$ cat config.mk
export PLATFORM = sky130hd
export DESIGN_NAME = hlt_timer
export DESIGN_NICKNAME = d
export VERILOG_FILES = /design/src/hlt_pkg.sv /design/src/hlt_timer.sv
export SDC_FILE = /design/constraint.sdc
export NUM_CORES = 1
export LEC_CHECK = 0
export BUFFER_PORTS_ARGS = -buffer_cell sky130_fd_sc_hd__buf_2
export CAP_MARGIN = 20
export CELL_PAD_IN_SITES_DETAIL_PLACEMENT = 1
export CELL_PAD_IN_SITES_GLOBAL_PLACEMENT = 1
export CORE_MARGIN = 2
export CORE_UTILIZATION = 47
export DETAILED_ROUTE_END_ITERATION = 10
export PLACE_DENSITY = 0.93
export SLEW_MARGIN = 20
export SYNTH_ARGS = -nofsm -noshare
export SYNTH_HDL_FRONTEND = slang
export SYNTH_SLANG_ARGS = --single-unit
$ cat constraint.sdc
create_clock -name clk -period 5.87 [get_ports clk]
set_clock_uncertainty 0.2 [all_clocks]
set_input_delay 0.587 -clock clk [delete_from_list [all_inputs] [get_ports clk]]
set_output_delay 0.587 -clock clk [all_outputs]
set_load 0.1 [all_outputs]
$ cat src/hlt_pkg.sv
// Package of constants, modes and register map for the hardware-limit one-shot timer.
// Notes on behaviour
// Edge one-shot counts only after trigger edge.
// Modes 01001/01010/01011 pick rising/falling/either edge.
// Period match clears run bit, halting timer.
// Software stop needs fresh edge to resume.
// Edge starts PWM; pulse match ends it.
// Reset level holds count; transition starts count.
// Modes 01110/01111 pick low/high reset level.
// Level mode period match resets count, clears run.
// Any run clear needs new edge to restart.
// Level mode PWM not reactivated at period clear.
// Prescale sync set freezes timer in sleep.
// Sync clear counts in sleep; keeps oscillator on.
// Count increments per tick from zero.
// Trigger synchronised before edge and level detection.
package hlt_pkg;
    // ==========================================================
    // Register map
    // ==========================================================
    localparam logic [3:0] ADDR_CONTROL = 4'h0; // Run bit, mode, sync select, PWM select.
    localparam logic [3:0] ADDR_PERIOD = 4'h1;  // Period limit.
    localparam logic [3:0] ADDR_PULSE = 4'h2;   // Pulse width compare.
    localparam logic [3:0] ADDR_COUNT = 4'h3;   // Count value, read only.
    localparam logic [3:0] ADDR_STATUS = 4'h4;  // Armed, running, drive, trigger.
    // Control field positions.
    localparam int CTL_RUN_BIT = 0;
    localparam int CTL_MODE_LSB = 1;
    localparam int CTL_SYNC_BIT = 6;
    localparam int CTL_PWM_BIT = 7;
    // ==========================================================
    // Mode codes
    // ==========================================================
    localparam logic [4:0] MODE_EDGE_RISE = 5'h09;
    localparam logic [4:0] MODE_EDGE_FALL = 5'h0a;
    localparam logic [4:0] MODE_EDGE_BOTH = 5'h0b;
    localparam logic [4:0] MODE_LVL_LOW = 5'h0e;
    localparam logic [4:0] MODE_LVL_HIGH = 5'h0f;
    // Reset values.
    localparam logic [7:0] RST_CONTROL = 8'h00;
    localparam logic [7:0] RST_PERIOD = 8'hff;
    localparam logic [7:0] RST_PULSE = 8'h00;
    localparam logic [7:0] RST_COUNT = 8'h00;
    // Run-state type.
    typedef enum logic [1:0] {ST_IDLE, ST_ARMED, ST_COUNT} hlt_state_t;
endpackage : hlt_pkg

$ cat src/hlt_timer.sv
// Hardware-limit one-shot timer core with register port and PWM drive.
//
// The placing of the registers and the strobed register port were chosen for this implementation.
module hlt_timer (
    input wire logic clk,
    input wire logic rst_n,
    input wire logic [3:0] regAddr,
    input wire logic [7:0] regWrData,
    input wire logic regWrEn,
    input wire logic regRdEn,
    output logic [7:0] regRdData,
    input wire logic timerTickEn,
    input wire logic external_trigger_in,
    input wire logic sleepActive,
    output logic pwmDrive,
    output logic periodMatchPulse,
    output logic oscKeepAlive
);
    // ==========================================================
    // Registers
    // ==========================================================
    // Control state written by software; the run bit is also cleared by hardware.
    logic runBit_q;          // Run bit, set by software, cleared by hardware too.
    logic [4:0] mode_q;      // Mode code.
    logic prescale_sync_select_q; // Sync select: 1 freezes timer in sleep.
    logic pwmSel_q;          // Route one-shot into the PWM drive.
    logic [7:0] period_limit_reg_q;
    logic [7:0] pulse_width_reg_q;
    logic [7:0] count_value_q;
    hlt_pkg::hlt_state_t state_q;
    logic trigMeta_q;        // First synchroniser stage, read only by the second.
    logic trigSync_q;        // Second stage.
    logic trigPrev_q;        // Previous synchronised level for edge detection.
    logic runPrev_q;         // Run bit last cycle, to see a fresh arm.

    // Mode decode.
    // Codes outside the five one-shot modes leave the timer idle for good.
    logic isEdgeMode;
    logic isLevelMode;
    assign isEdgeMode = (mode_q == hlt_pkg::MODE_EDGE_RISE) ||
                        (mode_q == hlt_pkg::MODE_EDGE_FALL) ||
                        (mode_q == hlt_pkg::MODE_EDGE_BOTH);
    assign isLevelMode = (mode_q == hlt_pkg::MODE_LVL_LOW) ||
                         (mode_q == hlt_pkg::MODE_LVL_HIGH);

    // ==========================================================
    // Trigger synchroniser
    // ==========================================================
    // The pin is sampled twice before use, so a slow or ragged edge is seen once.
    // Cost: a start is noticed three clocks after the pin moves.
    // A pin idling high gives one rise just after reset, while idle, so it is ignored.
    // two-stage synchroniser
    always_ff @(posedge clk) begin
        if (!rst_n) begin
            trigMeta_q <= 1'b0;
            trigSync_q <= 1'b0;
            trigPrev_q <= 1'b0;
        end else begin
            trigMeta_q <= external_trigger_in;
            trigSync_q <= trigMeta_q;
            trigPrev_q <= trigSync_q;
        end
    end

    // Edge strobes last one cycle, as the third flop catches up on the next edge.
    logic riseEdge;
    logic fallEdge;
    assign riseEdge = trigSync_q && !trigPrev_q;
    assign fallEdge = !trigSync_q && trigPrev_q;

    // Level modes reuse the same strobes: leaving the reset level is the start edge.
    // edge selection by mode
    logic startEdge;
    always_comb begin
        case (mode_q)
            hlt_pkg::MODE_EDGE_RISE: startEdge = riseEdge;
            hlt_pkg::MODE_EDGE_FALL: startEdge = fallEdge;
            hlt_pkg::MODE_EDGE_BOTH: startEdge = riseEdge || fallEdge;
            // low reset level starts on rising transition.
            hlt_pkg::MODE_LVL_LOW: startEdge = riseEdge;
            hlt_pkg::MODE_LVL_HIGH: startEdge = fallEdge;
            default: startEdge = 1'b0;
        endcase
    end

    // The reset level acts in every state, so a held pin keeps the count at zero.
    // reset level held by the external signal
    logic levelReset;
    assign levelReset = isLevelMode &&
                        ((mode_q == hlt_pkg::MODE_LVL_LOW) ? !trigSync_q : trigSync_q);

    // ==========================================================
    // Tick gating in sleep
    // ==========================================================
    // Gating the enable rather than the clock keeps the whole block on one clock.
    // synchronised timer frozen in sleep
    logic tick;
    assign tick = timerTickEn && !(sleepActive && prescale_sync_select_q);
    // The oscillator control outside must honour oscKeepAlive for this to hold.
    // unsynchronised timer keeps oscillator alive in sleep
    assign oscKeepAlive = sleepActive && !prescale_sync_select_q && runBit_q;

    // Period match while counting, seen on a tick.
    // Taking the match on a tick lets the count show the period value for a full tick.
    logic periodHit;
    assign periodHit = (state_q == hlt_pkg::ST_COUNT) && tick &&
                       (count_value_q == period_limit_reg_q);

    // ==========================================================
    // Run-state machine
    // ==========================================================
    // Every arm by software lands in ST_ARMED, so a fresh edge is always needed.
    // An edge in the cycle that follows the arm is lost, so software arms first.
    // A stop by software and a match both leave through the same idle state.
    always_ff @(posedge clk) begin
        if (!rst_n) begin
            state_q <= hlt_pkg::ST_IDLE;
        end else begin
            case (state_q)
                hlt_pkg::ST_IDLE: begin
                    // Only a known mode can arm; anything else stays idle.
                    if (runBit_q && (isEdgeMode || isLevelMode)) begin
                        state_q <= hlt_pkg::ST_ARMED;
                    end
                end
                hlt_pkg::ST_ARMED: begin
                    if (!runBit_q) begin
                        state_q <= hlt_pkg::ST_IDLE;
                    // start only on the selected edge
                    end else if (startEdge) begin
                        state_q <= hlt_pkg::ST_COUNT;
                    end
                end
                hlt_pkg::ST_COUNT: begin
                    // software stop returns to idle, requiring a new edge
                    // period match also returns to idle
                    if (!runBit_q || periodHit) begin
                        state_q <= hlt_pkg::ST_IDLE;
                    end
                end
                default: state_q <= hlt_pkg::ST_IDLE;
            endcase
        end
    end

    // ==========================================================
    // Counter
    // ==========================================================
    // Priority: level reset, then period match, then counting, then the start clear.
    // The start clear makes every run begin at zero, whatever a stop left behind.
    always_ff @(posedge clk) begin
        if (!rst_n) begin
            count_value_q <= hlt_pkg::RST_COUNT;
        // reset level holds the count at zero
        end else if (levelReset) begin
            count_value_q <= hlt_pkg::RST_COUNT;
        // period match resets the count
        end else if (periodHit) begin
            count_value_q <= hlt_pkg::RST_COUNT;
        // increment per enabled tick while counting
        end else if (state_q == hlt_pkg::ST_COUNT && runBit_q && tick) begin
            count_value_q <= count_value_q + 8'h01;
        end else if (state_q == hlt_pkg::ST_ARMED && startEdge) begin
            // Start from zero after any earlier software stop.
            count_value_q <= hlt_pkg::RST_COUNT;
        end
    end

    // ==========================================================
    // PWM drive
    // ==========================================================
    // Held in a flip-flop; it only rises on a start edge, never at period clear.
    // Clearing the run bit or the select drops the drive at once, which is safe.
    // Limitation: a pulse width above the period keeps the drive high to the match.
    always_ff @(posedge clk) begin
        if (!rst_n) begin
            pwmDrive <= 1'b0;
        end else if (!pwmSel_q || !runBit_q) begin
            pwmDrive <= 1'b0;
        // start edge activates drive
        end else if (state_q == hlt_pkg::ST_ARMED && startEdge) begin
            pwmDrive <= 1'b1;
        // pulse match or period match ends drive
        end else if (state_q == hlt_pkg::ST_COUNT &&
                     (count_value_q == pulse_width_reg_q || periodHit)) begin
            pwmDrive <= 1'b0;
        end
    end

    // Period-match strobe for the outside.
    // It follows the match by one cycle, when the count already reads zero.
    always_ff @(posedge clk) begin
        if (!rst_n) begin
            periodMatchPulse <= 1'b0;
        end else begin
            periodMatchPulse <= periodHit;
        end
    end

    // ==========================================================
    // Register writes
    // ==========================================================
    // The hardware clear of the run bit loses to a software set in the same cycle.
    // Writes to the count and status places are dropped, as both are read only.
    always_ff @(posedge clk) begin
        if (!rst_n) begin
            runBit_q <= hlt_pkg::RST_CONTROL[hlt_pkg::CTL_RUN_BIT];
            mode_q <= hlt_pkg::RST_CONTROL[hlt_pkg::CTL_MODE_LSB +: 5];
            prescale_sync_select_q <= hlt_pkg::RST_CONTROL[hlt_pkg::CTL_SYNC_BIT];
            pwmSel_q <= hlt_pkg::RST_CONTROL[hlt_pkg::CTL_PWM_BIT];
        end else if (regWrEn && regAddr == hlt_pkg::ADDR_CONTROL) begin
            runBit_q <= regWrData[hlt_pkg::CTL_RUN_BIT];
            mode_q <= regWrData[hlt_pkg::CTL_MODE_LSB +: 5];
            prescale_sync_select_q <= regWrData[hlt_pkg::CTL_SYNC_BIT];
            pwmSel_q <= regWrData[hlt_pkg::CTL_PWM_BIT];
        // period match clears the run bit
        end else if (periodHit) begin
            runBit_q <= 1'b0;
        end
    end

    // Period and pulse registers.
    // New values act on the next compare; a running count is not restarted.
    always_ff @(posedge clk) begin
        if (!rst_n) begin
            period_limit_reg_q <= hlt_pkg::RST_PERIOD;
            pulse_width_reg_q <= hlt_pkg::RST_PULSE;
        end else if (regWrEn) begin
            if (regAddr == hlt_pkg::ADDR_PERIOD) begin
                period_limit_reg_q <= regWrData;
            end
            if (regAddr == hlt_pkg::ADDR_PULSE) begin
                pulse_width_reg_q <= regWrData;
            end
        end
    end

    // ==========================================================
    // Register reads
    // ==========================================================
    // Data stand one cycle after the strobe; unmapped reads return zero.
    // Keeping the data at zero between reads makes a stale value easy to spot.
    always_ff @(posedge clk) begin
        if (!rst_n) begin
            regRdData <= 8'h00;
        end else if (regRdEn) begin
            case (regAddr)
                hlt_pkg::ADDR_CONTROL:
                    regRdData <= {pwmSel_q, prescale_sync_select_q, mode_q, runBit_q};
                hlt_pkg::ADDR_PERIOD: regRdData <= period_limit_reg_q;
                hlt_pkg::ADDR_PULSE: regRdData <= pulse_width_reg_q;
                hlt_pkg::ADDR_COUNT: regRdData <= count_value_q;
                // Status packs the synchronised pin, the drive and the two run states.
                hlt_pkg::ADDR_STATUS:
                    regRdData <= {4'h0, trigSync_q, pwmDrive,
                                  state_q == hlt_pkg::ST_COUNT,
                                  state_q == hlt_pkg::ST_ARMED};
                default: regRdData <= 8'h00;
            endcase
        end else begin
            regRdData <= 8'h00;
        end
    end

    // ==========================================================
    // Run-bit history
    // ==========================================================
    // The run bit one cycle late, kept only for the checks below.
    always_ff @(posedge clk) begin
        if (!rst_n) begin
            runPrev_q <= 1'b0;
        end else begin
            runPrev_q <= runBit_q;
        end
    end

    // ==========================================================
    // Checks
    // ==========================================================
    // They are all off during reset, so no check sees a half-reset state.
    a_period_clears_run: assert property (@(posedge clk) disable iff (!rst_n)
        periodHit && !(regWrEn && regAddr == hlt_pkg::ADDR_CONTROL) |=> !runBit_q)
        else $error("run bit not cleared at period match");
    a_edge_gates_start: assert property (@(posedge clk) disable iff (!rst_n)
        (state_q == hlt_pkg::ST_ARMED) && !startEdge |=> state_q != hlt_pkg::ST_COUNT)
        else $error("count started without edge");
    a_rise_mode_edge: assert property (@(posedge clk) disable iff (!rst_n)
        mode_q == hlt_pkg::MODE_EDGE_RISE && fallEdge |-> !startEdge)
        else $error("falling edge started rising mode");
    a_rearm_needs_edge: assert property (@(posedge clk) disable iff (!rst_n)
        runBit_q && !runPrev_q |-> state_q != hlt_pkg::ST_COUNT)
        else $error("resumed without fresh edge");
    a_pwm_start_edge: assert property (@(posedge clk) disable iff (!rst_n)
        $rose(pwmDrive) |-> $past(startEdge) && $past(state_q) == hlt_pkg::ST_ARMED)
        else $error("drive rose without start edge");
    a_level_hold_zero: assert property (@(posedge clk) disable iff (!rst_n)
        levelReset |=> count_value_q == 8'h00)
        else $error("count not held in reset level");
    a_period_count_zero: assert property (@(posedge clk) disable iff (!rst_n)
        periodHit |=> count_value_q == 8'h00 && state_q == hlt_pkg::ST_IDLE)
        else $error("count not cleared at period match");
    a_no_rearm_period: assert property (@(posedge clk) disable iff (!rst_n)
        periodHit |=> !pwmDrive)
        else $error("drive active after period match");
    a_sleep_freeze: assert property (@(posedge clk) disable iff (!rst_n)
        sleepActive && prescale_sync_select_q && !levelReset && state_q != hlt_pkg::ST_ARMED
        |=> $stable(count_value_q))
        else $error("count moved in synced sleep");
    a_count_step: assert property (@(posedge clk) disable iff (!rst_n)
        state_q == hlt_pkg::ST_COUNT && runBit_q && tick && !periodHit && !levelReset
        |=> count_value_q == $past(count_value_q) + 8'h01)
        else $error("count did not step by one");
    a_level_high_zero: assert property (@(posedge clk) disable iff (!rst_n)
        mode_q == hlt_pkg::MODE_LVL_HIGH && trigSync_q |=> count_value_q == 8'h00)
        else $error("count moved at high reset level");
    a_level_low_zero: assert property (@(posedge clk) disable iff (!rst_n)
        mode_q == hlt_pkg::MODE_LVL_LOW && !trigSync_q |=> count_value_q == 8'h00)
        else $error("count moved at low reset level");
    a_idle_no_count: assert property (@(posedge clk) disable iff (!rst_n)
        state_q == hlt_pkg::ST_IDLE |=> state_q != hlt_pkg::ST_COUNT)
        else $error("count restarted without edge");
    a_idle_hold: assert property (@(posedge clk) disable iff (!rst_n)
        state_q == hlt_pkg::ST_IDLE && !levelReset |=> $stable(count_value_q))
        else $error("count moved while idle");
    a_start_clears: assert property (@(posedge clk) disable iff (!rst_n)
        state_q == hlt_pkg::ST_ARMED && runBit_q && startEdge
        |=> state_q == hlt_pkg::ST_COUNT && count_value_q == 8'h00)
        else $error("start did not begin from zero");
    // Sleep checks: the enable gate is the only thing that may stop the count.
    a_sleep_counts: assert property (@(posedge clk) disable iff (!rst_n)
        sleepActive && !prescale_sync_select_q && runBit_q && timerTickEn &&
        state_q == hlt_pkg::ST_COUNT && !periodHit && !levelReset
        |=> count_value_q == $past(count_value_q) + 8'h01)
        else $error("count stopped in unsynced sleep");
    a_osc_kept_on: assert property (@(posedge clk) disable iff (!rst_n)
        sleepActive && !prescale_sync_select_q && runBit_q |-> oscKeepAlive)
        else $error("oscillator released in sleep");
    // The history guard keeps the check quiet while reset values drain out.
    a_sync_two_flops: assert property (@(posedge clk) disable iff (!rst_n)
        $past(rst_n, 2) && $past(rst_n) |-> trigSync_q == $past(external_trigger_in, 2))
        else $error("trigger not delayed by two flops");
    a_pulse_end: assert property (@(posedge clk) disable iff (!rst_n)
        state_q == hlt_pkg::ST_COUNT && count_value_q == pulse_width_reg_q |=> !pwmDrive)
        else $error("drive kept past pulse width");
    a_pwm_needs_run: assert property (@(posedge clk) disable iff (!rst_n)
        !runBit_q |=> !pwmDrive)
        else $error("drive active with run bit clear");
    a_match_strobe: assert property (@(posedge clk) disable iff (!rst_n)
        periodHit |=> periodMatchPulse)
        else $error("no strobe after period match");
endmodule : hlt_timer

Word-level counts from Yosys, hierarchy flattened
Index checks and enable logic that the tools add are counted.

Bits of input ports: 19. Flip-flop bits (word level): 47.

Bitwise gates (word level): 1. Equality and inequality tests: 16. $add $sub $neg: 1. Reduce and logical (&&, ||, !) cells: 42. Mux-type cells: 14.

Operators with widths (number): $pmux W8 S5 (1); $eq A5 B4 Y1 const B (5); $eq A8 B8 Y1 (2); $mux W8 (2); $logic_and A1 B1 Y1 (15); $add A8 B1 Y8 const B (1); $eq A4 B2 Y1 const B (2); $logic_or A1 B1 Y1 (8); $mux W2 (4); $logic_not A1 Y1 (6); $pmux W2 S3 (1); $reduce_and A2 Y1 (3); $reduce_bool A2 Y1 (3); $reduce_or A2 Y1 (3); $mux W1 (5); $eq A4 B1 Y1 const B (1); $eq A4 B3 Y1 const B (1); $logic_not A4 Y1 (1); $ne A2 B2 Y1 const B (2); $ne A3 B3 Y1 const B (1); $pmux W1 S3 (1); $reduce_and A3 Y1 (1); $reduce_or A3 Y1 (1); $eq A2 B1 Y1 const B (1); other kinds (3) (3).

Depth between registers and ports, before layout
Depth after elaboration: 9. Gate-level depth with buffers: 7. Gate-level depth less buffers: 7.

Worst setup path after synthesis
OpenSTA, ideal clock, no wires.

Kind: input port to output port. Start point: in sleepActive. End point: out oscKeepAlive. Stages on the path: 1. Buffers on the path: 0. Data required time: 5.083 ns. Data arrival time: 1.364 ns. Path slack: 3.719 ns. Cell sequence: and3b_1.

Longest elaborated chain between the ends: 2.

RTL lines: start, declared (line hlt_timer.sv:14) `input wire logic sleepActive,`; $logic_and A1 B1 Y1 (2 in a row) (line hlt_timer.sv:101) `assign oscKeepAlive = sleepActive && !prescale_sync_select_q && runBit_q;`; end, declared (line hlt_timer.sv:17) `output logic oscKeepAlive`.

Every way passes these cells.

Final worst setup path
Start point: reg trigSync_q. End point: reg count_value_q[2].

Longest elaborated chain between the ends: 6.

RTL lines: start, declared (line hlt_timer.sv:32) `logic trigSync_q;`; start signal, assigned (line hlt_timer.sv:60) `trigSync_q <= trigMeta_q;`; $logic_not A1 Y1 (line hlt_timer.sv:69, hlt_timer.sv:90); $logic_and A1 B1 Y1 (line hlt_timer.sv:69) `assign fallEdge = !trigSync_q && trigPrev_q;`; $logic_or A1 B1 Y1 (line hlt_timer.sv:78) `hlt_pkg::MODE_EDGE_BOTH: startEdge = riseEdge || fallEdge;`; $pmux W1 S3 (line hlt_timer.sv:75) `case (mode_q)`; $logic_and A1 B1 Y1 (line hlt_timer.sv:163) `end else if (state_q == hlt_pkg::ST_ARMED && startEdge) begin`; $reduce_bool A2 Y1 (no source line); end signal, assigned (line hlt_timer.sv:159) `count_value_q <= hlt_pkg::RST_COUNT;`; end signal, assigned (line hlt_timer.sv:162) `count_value_q <= count_value_q + 8'h01;`; end signal, assigned (line hlt_timer.sv:165) `count_value_q <= hlt_pkg::RST_COUNT;`; end, declared (line hlt_timer.sv:29) `logic [7:0] count_value_q;`.

Several ways; a longest one is shown, not always the timed one. A chain may end at the register's enable or synchronous reset.

==> summary.txt <==
status: completed
EDFF count, synth: 0
antenna violations before repair: 0
commonest non-fill, non-tap cell in the layout: dfxtp_1
ant diodes: 0
Mapped Cells: 239
drc violations: 0
Startpoint Class: register
CORE AREA: 0.00469 mm2
drt first-iter violations: 140
clock sink count: 47
CTS Buf Count: 5
Die X-Extent: 73.7 um
Total Die Area: 0.00543 mm2
initial core utilization: 48.6%
min Tclk post-route: 2310 ps
pin count of the biggest net entering global routing: 19
worst slew pin tran: 695 ps
Min-Delay Path Class: register to register
number of fill cells: 555
VDD IR max: 0.000117 V
Ys Warns: 0
R2R setup slack: 3560 ps
total power: 562 uW
DR vias: 1862
post-route design area: 0.00253 mm2
Seq. cell area: 941 um2
setup TNS: 0 ps
Worst Hold Launch: trigMeta_q$_SDFF_PN0_
Max-Slew Margin vs Limit: 52.5%
row count: 25
FF-to-FF Start: trigSync_q$_SDFF_PN0_
HPWL after detailed placement: 4370 um
Syn Nets: 261
dominant synthesized flop cell: dfxtp_1
Worst Path Arrival: 2310 ps
clock buffer depth: 2
footprint of the multi-input gates: 0.00127 mm2
Hold Buf Count CTS: 0
Root Driver: clkbuf_8
routed vias/inst: 5.86
number of global-route vias before repair: 2029
most frequent cells in the layout: 47 x dfxtp_1, 33 x nor2_1, 29 x buf_2
Top-Level Pins: 30
Mapped Area: 0.00228 mm2
Worst-path clk slew: 90 ps
PortBufs: 29
delay of the slowest critical-path stage: 670 ps
Tcrit/Tclk final: 39.3%
Die Span Y: 73.7 um
GRT overflow: 0
CP Max Fanout: 7
antenna violation net count after detailed routing: 0
post-cts sizing count: 0
Routed WL: 5820 um
met1 usage in global routing: 29.9%
Max Slew Vio Count: 0
CP max stage cell: a2111oi_0
Final nets: 285
H-Tree Depth: 2
met2 Usage GRT: 41.6%
fin util: 53.9%
final hold vios: 0
RSZ-0062 raised after global routing: no
routing usage on met3: 5.76%
P&R area growth vs syn: 11.0%
wire per inst: 18.3 um
Total Routing Usage GR: 24.5%
post-synthesis cell type count: 43
synth top area cells: dfxtp_1 41%, mux4_2 6.9%, mux2i_1 6.1%
crit end category: register
Synth top area share: 41.3%
Placed Area: 0.00245 mm2
Hold Crit Depth: 1
max cap viols: 0
GPL Wtd Cong: 0.825
worst reg-to-reg path cell count: 6
PwrDens: 222 mW/mm2
async set-or-reset flop fraction in the synthesized netlist: 0%
router iterations before antenna repair: 4
Seq cells post-synth: 47
family with the most delay on the worst path: compound AO/OA/AOI/OAI gates
P_leak: 0.00107 uW
r2r endpoint: count_value_q[2]$_SDFFE_PP0P_
critical path class: register to register
Hold Path Sink: trigSync_q$_SDFF_PN0_
Seq/Total Area, Yosys: 41.3%
global-route wire length before repair: 9920 um
fraction of layout cells with a size suffix above 1: 18.6%
Max Clock Freq: 0.434 GHz
Post-CTS Setup Bufs: 0
crit path cell chain: inv_1 > ha_1 > a2111oi_0 > o31ai_2 > nand4_4 > nor2_1
area leader, netlist: dfxtp_1
WP data required: 5870 ps
CP bufs+invs: 1
Clk Latency, worst-skew pair: 310 ps
CTS tree: built
Final setup viols: 0
Synth Area per Inst: 9.54 um2
GRT Max-Usage Layer: met2
==> state kept, by name, summed over array words and instances, names as in the netlist <==
| name | cells |
|---|---|
| trigPrev_q | 1 |
| regRdData | 8 |
| runBit_q | 1 |
| trigSync_q | 1 |
| prescale_sync_select_q | 1 |
| mode_q | 5 |
| state_q | 2 |
| period_limit_reg_q | 8 |
| trigMeta_q | 1 |
| pwmSel_q | 1 |
| periodMatchPulse | 1 |
| count_value_q | 8 |
| pwmDrive | 1 |
| pulse_width_reg_q | 8 |
==> power breakdown <==
part           internal (uW)  switching (uW)
Clock                   83.3             110
Combinational           17.7            24.5
Sequential               322            4.12
Total                    423             139
==> area by class of cell <==
cell class                 instances  area share [%]
sequential                        47            37.2
inverter                           5           0.741
clock inverter                     2           0.494
multi-input combinational        175            50.3
timing repair buffer              29            5.73
tap                               54            2.67
clock buffer                       6            2.87
==> metal layers <==
layer / wire length [um] / part of all wire [%]
met1: 2520 / 43
met2: 2870 / 49
met3: 277 / 4.8
met4: 151 / 2.6
met5: 0 / 0
==> through the flow <==
stage	instances	hold slack, ps	setup WS, ps
2_1_floorplan	239	212	3720
3_3_place_gp	310	217	3540
3_5_place_dp	310	234	3420
4_1_cts	318	257	3550
5_1_grt	318	291	3370
6_report	318	255	3560
==> worst reg2reg max path: stages, from the launching register on <==
cell and delay (ps):
dfxtp_1 420, inv_1 90, ha_1 290, a2111oi_0 670, o31ai_2 260, nand4_4 200
nor2_1 70
==> synthesized netlist by cell type (2+ instances only) <==
cell type and instances:
dfxtp_1 47, nor2_1 33, nand2_1 23, mux2i_1 14, nand3_1 13, xor2_1 12, xnor2_1 11, clkbuf_1 10
nor2b_1 8, mux4_2 7, nand4_1 6, a21oi_1 4, a22oi_1 4, inv_1 4, ha_1 3, nand2b_1 3
nand4b_1 3, a31oi_1 2, and2_1 2, and3b_1 2, buf_2 2, nor3_1 2, nor4_1 2, o211ai_1 2
or3_1 2
==> cell families (layout without fill, tap and decap cells) <==
kind of cell    after synthesis  count (layout)  share of synthesized area, %
buf+inv                      17              42                          2.91
simple gates                108             108                          24.9
mux                          22              22                          14.2
fa+ha+maj                     3               3                          1.65
compound gates               19              19                          6.25
xor+xnor                     23              23                          8.83
flops                        47              47                          41.3
==> worst max path at each step <==
stage / startpoint / to / depth (start not counted) / slack, ps
final: trigSync_q$_SDFF_PN0_ / count_value_q[2]$_SDFFE_PP0P_ / 6 / 3560
after global routing: trigSync_q$_SDFF_PN0_ / count_value_q[2]$_SDFFE_PP0P_ / 6 / 3370
after CTS: trigSync_q$_SDFF_PN0_ / count_value_q[2]$_SDFFE_PP0P_ / 6 / 3550
after detailed placement: regAddr[3] / pulse_width_reg_q[7]$_SDFFE_PN0P_ / 5 / 3420
after global placement: regAddr[3] / pulse_width_reg_q[0]$_SDFFE_PN0P_ / 5 / 3540
after floorplan: sleepActive / oscKeepAlive / 1 / 3720
Note: power is estimated with default switching activity, not from simulation.
